===== src/hw/tsx_defines.vh =====
// Purpose: constants for the auxiliary transmit slot block
// Assumes: 8-bit registers at byte offsets on the control port
// Notes:   definitions only
`ifndef TSX_DEFINES_VH
`define TSX_DEFINES_VH
// ==========================================================
// register offsets and reset values
`define TSX_OFS_MON      8'h10
`define TSX_OFS_STAT     8'h13
`define TSX_OFS_OCPIN    8'h15
`define TSX_RST_MON      8'h04
`define TSX_RST_STAT     8'h08
`define TSX_RST_OCPIN    8'h00
// ==========================================================
// field positions
`define TSX_LEN_BIT      7
`define TSX_EN_BIT       6
`define TSX_REMAP_BIT    7
`define TSX_TRIM_HI      7
`define TSX_TRIM_LO      5
`define TSX_PINF_HI      4
`define TSX_PINF_LO      2
// ==========================================================
// pin function codes
`define TSX_PIN_GAIN     3'h0
`define TSX_PIN_OFF      3'h2
`define TSX_PIN_GPI      3'h3
`define TSX_PIN_GPO      3'h4
// ==========================================================
// frame timing: slot is 32 bit clocks, offset from frame start
`define TSX_SLOT_BITS    6'h20
`define TSX_TX_OFFSET    6'h01
`endif


===== src/hw/tsx_skid.v =====
// Purpose: two-entry buffer with valid/ready on both sides
// Assumes: same clock on both sides
// Notes:   ready depends only on occupancy, so no comb path
`timescale 1ns/1ps
module tsx_skid (
  input  wire        sys_clk,
  input  wire        reset,
  input  wire [15:0] in_data,
  input  wire        in_valid,
  output wire        in_ready,
  output wire [15:0] out_data,
  output wire        out_valid,
  input  wire        out_ready
);
  reg [15:0] mem_r [0:1];
  reg        wp_r;
  reg        rp_r;
  reg [1:0]  cnt_r;
  wire       push;
  wire       pop;
  assign in_ready  = (cnt_r != 2'h2);
  assign out_valid = (cnt_r != 2'h0);
  assign out_data  = mem_r[rp_r];
  assign push      = in_valid & in_ready;
  assign pop       = out_valid & out_ready;
  // ==========================================================
  // pointer and count update
  always @(posedge sys_clk) begin
    if (reset) begin
      wp_r  <= 1'b0;
      rp_r  <= 1'b0;
      cnt_r <= 2'h0;
    end else begin
      if (push) begin
        mem_r[wp_r] <= in_data;
        wp_r        <= ~wp_r;
      end
      if (pop)
        rp_r <= ~rp_r;
      cnt_r <= cnt_r + {1'b0, push} - {1'b0, pop};
    end
  end
endmodule // tsx_skid


===== src/hw/tsx_aux_slots.v =====
// Purpose: auxiliary monitor and status slots on the serial output
// Assumes: bit clock and frame sync arrive asynchronously; control port is a
//          simple synchronous write/read strobe pair
// Notes:   serial output launches after the falling bit clock, one slot is 32 bits
`timescale 1ns/1ps
`include "tsx_defines.vh"
module tsx_aux_slots (
  input  wire        sys_clk,
  input  wire        reset,
  // control port
  input  wire        reg_wr,
  input  wire        reg_rd,
  input  wire [7:0]  reg_addr,
  input  wire [7:0]  reg_wdata,
  output reg  [7:0]  reg_rdata,
  // serial link pins
  input  wire        bit_clk,
  input  wire        frame_sync,
  output reg         serial_data_output,
  output reg         serial_data_output_oe,
  // configuration of the serial link
  input  wire        unused_fill_hiz,
  input  wire        rate_192k,
  // monitor samples from the converter
  input  wire [15:0] mon_low_rail,
  input  wire [15:0] mon_high_rail,
  input  wire [15:0] mon_temp,
  input  wire [15:0] mon_marker,
  // raw status flags
  input  wire        undervoltage_lockout,
  input  wire        overcurrent_flag,
  input  wire        overtemp_flag,
  input  wire        overtemp_shutdown_flag,
  input  wire        overpower_threshold_one,
  input  wire        overpower_threshold_two,
  input  wire        brownout_protection,
  input  wire        limiter_active,
  input  wire        noise_gate,
  input  wire        stage_on_high_rail,
  input  wire        device_active,
  // inter-chip pin and trim
  input  wire        interchip_link_pin_in,
  output reg         interchip_link_pin_out,
  output reg         interchip_link_pin_oe,
  output reg         gain_slot_mode,
  input  wire        gain_slot_bit,
  output reg         gpi_level,
  input  wire        gpo_level,
  output reg  [2:0]  lowside_overcurrent_trim,
  output reg  [3:0]  oc_trim_step,
  output reg         oc_trim_raise
);
  // ==========================================================
  // registers
  reg  [7:0] mon_cfg_r;
  reg  [7:0] stat_cfg_r;
  reg  [7:0] ocpin_cfg_r;
  wire       monitor_sample_slot_len = mon_cfg_r[`TSX_LEN_BIT];
  wire       monitor_sample_tx_en    = mon_cfg_r[`TSX_EN_BIT];
  wire [5:0] monitor_sample_slot_sel = mon_cfg_r[5:0];
  wire       overpower_flag_remap    = stat_cfg_r[`TSX_REMAP_BIT];
  wire       status_tx_en            = stat_cfg_r[`TSX_EN_BIT];
  wire [5:0] status_slot_sel         = stat_cfg_r[5:0];
  wire [2:0] interchip_pin_function  = ocpin_cfg_r[`TSX_PINF_HI:`TSX_PINF_LO];
  wire [2:0] trim_code               = ocpin_cfg_r[`TSX_TRIM_HI:`TSX_TRIM_LO];

  // register writes; reserved bits 1:0 of the trim register stay zero
  // unmapped offsets fall to the default branch and are dropped
  always @(posedge sys_clk) begin
    if (reset) begin
      mon_cfg_r   <= `TSX_RST_MON;
      stat_cfg_r  <= `TSX_RST_STAT;
      ocpin_cfg_r <= `TSX_RST_OCPIN;
    end else if (reg_wr) begin
      case (reg_addr)
        `TSX_OFS_MON:   mon_cfg_r   <= reg_wdata;
        `TSX_OFS_STAT:  stat_cfg_r  <= reg_wdata;
        `TSX_OFS_OCPIN: ocpin_cfg_r <= {reg_wdata[7:2], 2'h0};
        default: ;
      endcase
    end
  end

  // read port; unmapped addresses read zero
  always @(posedge sys_clk) begin
    if (reset) begin
      reg_rdata <= 8'h00;
    end else if (reg_rd) begin
      case (reg_addr)
        `TSX_OFS_MON:   reg_rdata <= mon_cfg_r;
        `TSX_OFS_STAT:  reg_rdata <= stat_cfg_r;
        `TSX_OFS_OCPIN: reg_rdata <= ocpin_cfg_r;
        default:        reg_rdata <= 8'h00;
      endcase
    end
  end

  // ==========================================================
  // over-current trim decode: step in tens of percent
  // lowering codes 4 to 7 give 40 down to 10, four minus the low bits
  always @(posedge sys_clk) begin
    if (reset) begin
      lowside_overcurrent_trim <= 3'h0;
      oc_trim_step             <= 4'h0;
      oc_trim_raise            <= 1'b0;
    end else begin
      lowside_overcurrent_trim <= trim_code;
      oc_trim_raise            <= (trim_code != 3'h0) & ~trim_code[2];
      if (trim_code[2])
        oc_trim_step <= {1'b0, 3'h4 - {1'b0, trim_code[1:0]}};
      else
        oc_trim_step <= {2'h0, trim_code[1:0]};
    end
  end

  // ==========================================================
  // inter-chip pin: reserved codes behave like disabled buffers
  // gpi level holds its last value while another function is selected
  reg ic_s1_r;
  reg ic_s2_r;
  always @(posedge sys_clk) begin
    if (reset) begin
      ic_s1_r                <= 1'b0;
      ic_s2_r                <= 1'b0;
      interchip_link_pin_out <= 1'b0;
      interchip_link_pin_oe  <= 1'b0;
      gain_slot_mode         <= 1'b0;
      gpi_level              <= 1'b0;
    end else begin
      ic_s1_r <= interchip_link_pin_in;
      ic_s2_r <= ic_s1_r;
      gain_slot_mode <= (interchip_pin_function == `TSX_PIN_GAIN);
      case (interchip_pin_function)
        `TSX_PIN_GAIN: begin
          interchip_link_pin_out <= gain_slot_bit;
          interchip_link_pin_oe  <= 1'b1;
        end
        `TSX_PIN_GPI: begin
          interchip_link_pin_out <= 1'b0;
          interchip_link_pin_oe  <= 1'b0;
          gpi_level              <= ic_s2_r;
        end
        `TSX_PIN_GPO: begin
          interchip_link_pin_out <= gpo_level;
          interchip_link_pin_oe  <= 1'b1;
        end
        default: begin
          interchip_link_pin_out <= 1'b0;
          interchip_link_pin_oe  <= 1'b0;
        end
      endcase
    end
  end

  // ==========================================================
  // link pin synchronisers and edge detect
  reg bclk_s1_r;
  reg bclk_s2_r;
  reg bclk_s3_r;
  reg fs_s1_r;
  reg fs_s2_r;
  always @(posedge sys_clk) begin
    if (reset) begin
      bclk_s1_r <= 1'b0;
      bclk_s2_r <= 1'b0;
      bclk_s3_r <= 1'b0;
      fs_s1_r   <= 1'b0;
      fs_s2_r   <= 1'b0;
    end else begin
      bclk_s1_r <= bit_clk;
      bclk_s2_r <= bclk_s1_r;
      bclk_s3_r <= bclk_s2_r;
      fs_s1_r   <= frame_sync;
      fs_s2_r   <= fs_s1_r;
    end
  end
  // edges use stages two and three; stage one feeds nothing else
  wire bclk_rise = bclk_s2_r & ~bclk_s3_r;
  wire bclk_fall = ~bclk_s2_r & bclk_s3_r;

  // ==========================================================
  // frame position: frame start is sync seen high on a rising bit clock
  reg        fs_prev_r;
  reg        in_frame_r;
  reg [5:0]  bit_cnt_r;
  reg [5:0]  slot_r;
  reg [4:0]  bit_idx_r;
  // fs_prev moves only on bit clock rises, so a long sync counts once
  wire       frame_start = bclk_rise & fs_s2_r & ~fs_prev_r;
  always @(posedge sys_clk) begin
    if (reset) begin
      fs_prev_r  <= 1'b0;
      in_frame_r <= 1'b0;
      bit_cnt_r  <= 6'h00;
      slot_r     <= 6'h00;
      bit_idx_r  <= 5'h00;
    end else if (bclk_rise) begin
      fs_prev_r <= fs_s2_r;
      if (frame_start) begin
        in_frame_r <= 1'b1;
        bit_cnt_r  <= 6'h00;
        slot_r     <= 6'h00;
        bit_idx_r  <= 5'h00;
      end else if (in_frame_r) begin
        if (bit_cnt_r != `TSX_TX_OFFSET)
          bit_cnt_r <= bit_cnt_r + 6'h01;
        else if (bit_idx_r == 5'h1f) begin
          bit_idx_r <= 5'h00;
          slot_r    <= slot_r + 6'h01;
        end else
          bit_idx_r <= bit_idx_r + 5'h01;
      end
    end
  end
  wire data_phase = in_frame_r & (bit_cnt_r == `TSX_TX_OFFSET);

  // ==========================================================
  // status word capture at frame start keeps all bits coherent
  // remap only steers bits 6 and 5; the raw flags are left alone
  reg  [7:0] status_word_r;
  wire       st_b6 = overpower_flag_remap ? overpower_threshold_one
                                          : overcurrent_flag;
  wire       st_b5 = overpower_flag_remap ? (overpower_threshold_two |
                                             overtemp_shutdown_flag)
                                          : overtemp_flag;
  always @(posedge sys_clk) begin
    if (reset)
      status_word_r <= 8'h00;
    else if (frame_start)
      status_word_r <= {undervoltage_lockout,
                        st_b6, st_b5,
                        brownout_protection,
                        limiter_active,
                        noise_gate,
                        stage_on_high_rail,
                        device_active};
  end

  // ==========================================================
  // monitor sequence: one item per frame, doubled at the higher rate
  reg  [2:0]  seq_r;
  wire [1:0]  item = rate_192k ? seq_r[2:1] : seq_r[1:0];
  reg  [15:0] mon_pick;
  always @* begin
    case (item)
      2'h0:    mon_pick = mon_low_rail;
      2'h1:    mon_pick = mon_high_rail;
      2'h2:    mon_pick = mon_temp;
      default: mon_pick = mon_marker;
    endcase
  end

  // samples pass a small buffer so a busy serializer loses none
  wire [15:0] buf_data;
  wire        buf_valid;
  wire        buf_in_ready;
  wire        mon_load = frame_start & monitor_sample_tx_en;
  wire        buf_pop  = frame_start & buf_valid;
  tsx_skid u_buf (
    .sys_clk   (sys_clk),
    .reset     (reset),
    .in_data   (mon_pick),
    .in_valid  (mon_load),
    .in_ready  (buf_in_ready),
    .out_data  (buf_data),
    .out_valid (buf_valid),
    .out_ready (frame_start)
  );

  // sequence advances only when a sample is really accepted
  // clearing the enable restarts the order at the low rail
  reg [15:0] mon_word_r;
  reg        mon_have_r;
  always @(posedge sys_clk) begin
    if (reset) begin
      seq_r      <= 3'h0;
      mon_word_r <= 16'h0000;
      mon_have_r <= 1'b0;
    end else begin
      if (mon_load & buf_in_ready)
        seq_r <= rate_192k ? seq_r + 3'h1 : {1'b0, seq_r[1:0] + 2'h1};
      if (~monitor_sample_tx_en)
        seq_r <= 3'h0;
      if (frame_start) begin
        mon_have_r <= buf_pop & monitor_sample_tx_en;
        mon_word_r <= buf_data;
      end
    end
  end

  // ==========================================================
  // bit selection for the current slot position
  wire in_mon  = monitor_sample_tx_en & mon_have_r &
                 (slot_r == monitor_sample_slot_sel) &
                 (monitor_sample_slot_len ? ~bit_idx_r[4]
                                          : (bit_idx_r[4:3] == 2'h0));
  // status wins when both selects name the same slot
  wire in_stat = status_tx_en & (slot_r == status_slot_sel) &
                 (bit_idx_r[4:3] == 2'h0);
  wire mon_bit  = mon_word_r[4'hf - bit_idx_r[3:0]];
  wire stat_bit = status_word_r[3'h7 - bit_idx_r[2:0]];

  // launch on falling bit clock so the host samples on the rising one
  // a released pin parks its data at zero so nothing inside floats
  always @(posedge sys_clk) begin
    if (reset) begin
      serial_data_output    <= 1'b0;
      serial_data_output_oe <= 1'b0;
    end else if (bclk_fall) begin
      if (data_phase & in_stat) begin
        serial_data_output    <= stat_bit;
        serial_data_output_oe <= 1'b1;
      end else if (data_phase & in_mon) begin
        serial_data_output    <= mon_bit;
        serial_data_output_oe <= 1'b1;
      end else begin
        serial_data_output    <= 1'b0;
        serial_data_output_oe <= ~unused_fill_hiz;
      end
    end
  end
endmodule // tsx_aux_slots


===== config.mk =====
export PLATFORM = sky130hd
export DESIGN_NAME = tsx_aux_slots
export DESIGN_NICKNAME = d
export VERILOG_FILES = /design/src/hw/tsx_skid.v /design/src/hw/tsx_aux_slots.v
export VERILOG_INCLUDE_DIRS = /design/src /design/src/hw
export SDC_FILE = /design/constraint.sdc
export NUM_CORES = 1
export LEC_CHECK = 0
export BUFFER_PORTS_ARGS = -buffer_cell sky130_fd_sc_hd__clkbuf_2
export CELL_PAD_IN_SITES_DETAIL_PLACEMENT = 2
export CELL_PAD_IN_SITES_GLOBAL_PLACEMENT = 2
export CORE_MARGIN = 10
export CORE_UTILIZATION = 37
export CTS_CLUSTER_DIAMETER = 30
export CTS_CLUSTER_SIZE = 20
export DETAILED_ROUTE_END_ITERATION = 10
export HOLD_SLACK_MARGIN = 0.05
export PLACE_DENSITY_LB_ADDON = 0.1
export SETUP_SLACK_MARGIN = 0.4
export SLEW_MARGIN = 0
export SYNTH_ARGS = -nofsm -noshare
export SYNTH_HDL_FRONTEND = slang
export SYNTH_HIERARCHICAL = 1
export SYNTH_SLANG_ARGS = --single-unit

===== constraint.sdc =====
create_clock -name sys_clk -period 4.9 [get_ports sys_clk]
set_input_delay 0.98 -clock sys_clk [delete_from_list [all_inputs] [get_ports sys_clk]]
set_output_delay 0.98 -clock sys_clk [all_outputs]
set_load 0.02 [all_outputs]

==> summary.md <==
| Metric | Value |
|---|---|
| Final Power | 2.57 mW |
| Final Net Count | 796 |
| Status | finished clean |
| Setup CP Type | flop to flop |
| # DRC | 0 |
| Core Region | 15900 µm² |
| Reg-to-Reg Start | bclk_s2_r |
| CP Data Arrival Time | 3.01 ns |
| Max_cap viols | 0 |
| Synth-to-Final Area Change | 23.2% |
| Synth unique cells | 59 |
| Register bit total from synthesis | 133 |
| Crit. End Element | flop |
| Req. time, crit path | 4.93 ns |
| Pre-antenna DRT Iters | 4 |
| RSZ-0062 raised after global routing | no |
| Setup-failing EPs final | 0 |
| Most area-consuming cells after synthesis | dfxtp_1, edfxtp_1, mux4_2 |
| Layout Skew | 0.00564 ns |
| Vert. Die Dim | 147 µm |
| Initial DRC count | 133 |
| Clock power frac | 51.9% |
| Fmax | 335 MHz |
| Worst reg2reg path endpoint | u_buf/mem_r[1][2] |
| Crit-path cells | nor2b_1 > nand3b_1 > buf_4 > inv_2 > and2_1 > nand2_2 > nor3b_2 |
| Worst skew pair latency | 0.42 ns |
| Final critical-path required period | 2.98 ns |
| Setup Buffers After CTS | 0 |
| Switch Pwr | 547 µW |
| CP Max Fanout | 26 |
| Syn_area_per_cell | 10.5 µm² |
| Clock transition at path regs | 0.06 ns |
| Syn nets | 680 |
| PD cells | 347 nW/µm² |
| Post-synthesis simple-gate area fraction | 18.1% |
| Die width | 147 µm |
| Top_reg_cell synth | dfxtp_1 |
| Share of layout cells above drive strength 1 | 30.2% |
| Critical path endpoint | u_buf/mem_r[1][2] |
| Post-synthesis mux area share | 14.2% |
| Die Area | 21700 µm² |
| Register area | 2980 µm² |
| Sw frac | 21.3% |
| Detailed placement HPWL | 13000 µm |
| Proportion of netlist area held by the largest area contributor | 33.7% |
| Compound-gate portion of the synthesized area | 9.14% |
| Delay-heaviest family, CP | simple AND/OR/NAND/NOR gates |
| TNS Setup | 0 ns |
| Inserted Diodes | 0 |
| WL final | 17000 µm |
| Worst r2r path cells | 7 |
| Least-Margin Pin Slew | 1.25 ns |
| Rows | 46 |
| Xor and xnor area share after synthesis | 3.51% |
| Routed via count | 4705 |
| Initial antenna violation count | 0 |
| Area leader, netlist | dfxtp_1 |
| CP Launch Point | bclk_s2_r |
| Overflow after GRT | 0 |
| YS warnings | 6 |
| Combinational power share | 4.0% |
| Root buffer selected by CTS | clkbuf_16 |
| Most common cell in the synthesized netlist | nand2_1 |
| Core Util, Final | 46.5% |
| Total CTS buffers | 17 |
| Reg power frac | 44.1% |
| Register area share after synthesis | 49.7% |
| # port buffers | 122 |
| Largest family of logic cells by synthesized area | simple AND/OR/NAND/NOR gates |
| CTS max path bufs | 2 |
| Ys async rst share | 0% |
| Post-CTS Resized | 0 |
| Nature of the critical path startpoint | flop |
| Wire per inst | 18.6 µm |
| Total Routing Usage GR | 16.2% |
| Worst hold path class | flop to flop |
| Pin count of the biggest net entering global routing | 45 |
| Htree depth | 4 |
| ANT nets after route | 0 |
| CTS tree | done |
| First-pass GRT wire length | 28300 µm |
| Hold_buf cts | 0 |
| Slew headroom | 16.1% |
| Max incr delay on CP | 1.00 ns |
| Cells after Synth | 569 |
| Area of the multi-input gates | 2830 µm² |
| Netlist Area Pre-Place | 6000 µm² |
| Leak | 2.76 nW |
| Design internal power | 2.02 mW |
| Vias in the first global route | 5573 |
| Max-slew violations | 0 |
| # IOs | 124 |
| Starting Density | 37.7% |
| GP Congestion | 0.729 |
| Post-synth EDFFs | 32 |
| Critical Path Slowest Stage Cell | nor3b_2 |
| Vias per cell | 5.15 |
| Final worst-path cycle share | 60.8% |
| Crit path buf inv count | 2 |
| Flop-to-flop setup slack | 1.92 ns |
| Synthesized-area fraction occupied by adder cells | 1.88% |
| Final Hold Fails | 0 |
| Commonest cells post-synth | nand2_1, dfxtp_1, a21oi_1 |
| Clk sinks | 133 |
| CP Depth | 7 |
| Filler Cells Inserted | 1683 |
| IR drop worst, VDD | 0.243 mV |
[kinds of logic after synthesis]
logic type / count (synthesis)
simple gates: 223
buf+inv: 39
flops: 133
xor+xnor: 24
mux: 51
fa+ha+maj: 9
other cells: 1
compound gates: 89
[metal layers]
metal / track usage [%] / share of wire (%) / up-vias
li1: - / - / 2264
met1: 17.5 / 41 / 2329
met2: 29.1 / 52 / 99
met3: 5.34 / 5.5 / 13
met4: 5.05 / 0.96 / 0
met5: 0 / 0 / -
[state kept, by name, indices dropped and copies added, names as in the netlist, 2 cells and up, named ones only]
register and cells:
u_buf/mem_r 32, mon_word_r 16, mon_cfg_r 8, reg_rdata 8, stat_cfg_r 8, status_word_r 8
bit_cnt_r 6, ocpin_cfg_r 6, slot_r 6, bit_idx_r 5, lowside_overcurrent_trim 3, seq_r 3
oc_trim_step 2, u_buf/cnt_r 2
[stage by stage]
step | hold slack (ns) | std cells | setup slack, ns | instance area, µm²
2_1_floorplan | 0.414 | 569 | 1.76 | 6000
3_3_place_gp | 0.416 | 882 | 1.89 | 6760
3_5_place_dp | 0.450 | 882 | 1.88 | 6760
4_1_cts | 0.457 | 914 | 1.87 | 7380
5_1_grt | 0.475 | 914 | 1.60 | 7390
6_report | 0.447 | 914 | 1.92 | 7390
[power by group through the flow]
stage | sequential (mW) | clock [mW] | combinational (mW)
floorplan | 1.16 | 0 | 0.0427
global placement | 1.15 | 0 | 0.0990
detailed placement | 1.16 | 0 | 0.105
CTS | 1.13 | 1.36 | 0.106
global route | 1.13 | 1.41 | 0.116
finish | 1.13 | 1.33 | 0.104
[worst reg2reg max path, cell delays in order, from the launching register on]
cell	delay, ns
dfxtp_1	0.33
nor2b_1	0.48
nand3b_1	0.17
buf_4	0.26
inv_2	0.10
and2_1	0.13
nand2_2	0.11
nor3b_2	1.01
[final cells by class]
class                   instances  share of cell area, %
clock inverters                13                   2.07
multi-input cells             397                   38.3
inverters                       8                  0.407
well taps                     216                   3.66
flip-flops and latches        133                   40.4
repair buffers                128                   8.88
clock buffers                  19                   6.28
[cells in the final DEF, fill, tap and decap left out, drive strengths merged, types with 2 or more instances in the layout]
cell type	synthesis	routed
bufinv	0	3
and3	3	3
mux4	22	22
ha	9	9
clkinvlp	0	3
a221oi	6	6
nor4b	2	2
nand4	2	2
nor4	3	3
nand2b	3	3
mux2i	12	12
mux2	17	17
xor2	9	9
nor2	29	29
nor3	9	9
o2111ai	2	2
nand3b	4	4
a21oi	56	56
or3	4	4
clkbuf	15	141
dfxtp	101	101
or4	3	3
buf	16	6
a22o	2	2
edfxtp	32	32
o21ai	6	6
inv	8	9
nand3	24	24
nand2	109	109
nor2b	14	14
a31oi	2	2
nand4b	2	2
and2	7	7
clkinv	0	6
or2	2	2
xnor2	15	15
a222oi	6	6
o211ai	3	3
[worst min-delay path by stage]
stage	cells after the start	end	startpoint
2_1_floorplan	1	bclk_s2_r	bclk_s1_r
3_3_place_gp	1	fs_s2_r	fs_s1_r
3_5_place_dp	2	mon_have_r	mon_have_r
4_1_cts	1	fs_s2_r	fs_s1_r
5_1_grt	1	fs_s2_r	fs_s1_r
6_report	1	fs_s2_r	fs_s1_r
(Power assumes the default switching activity.)
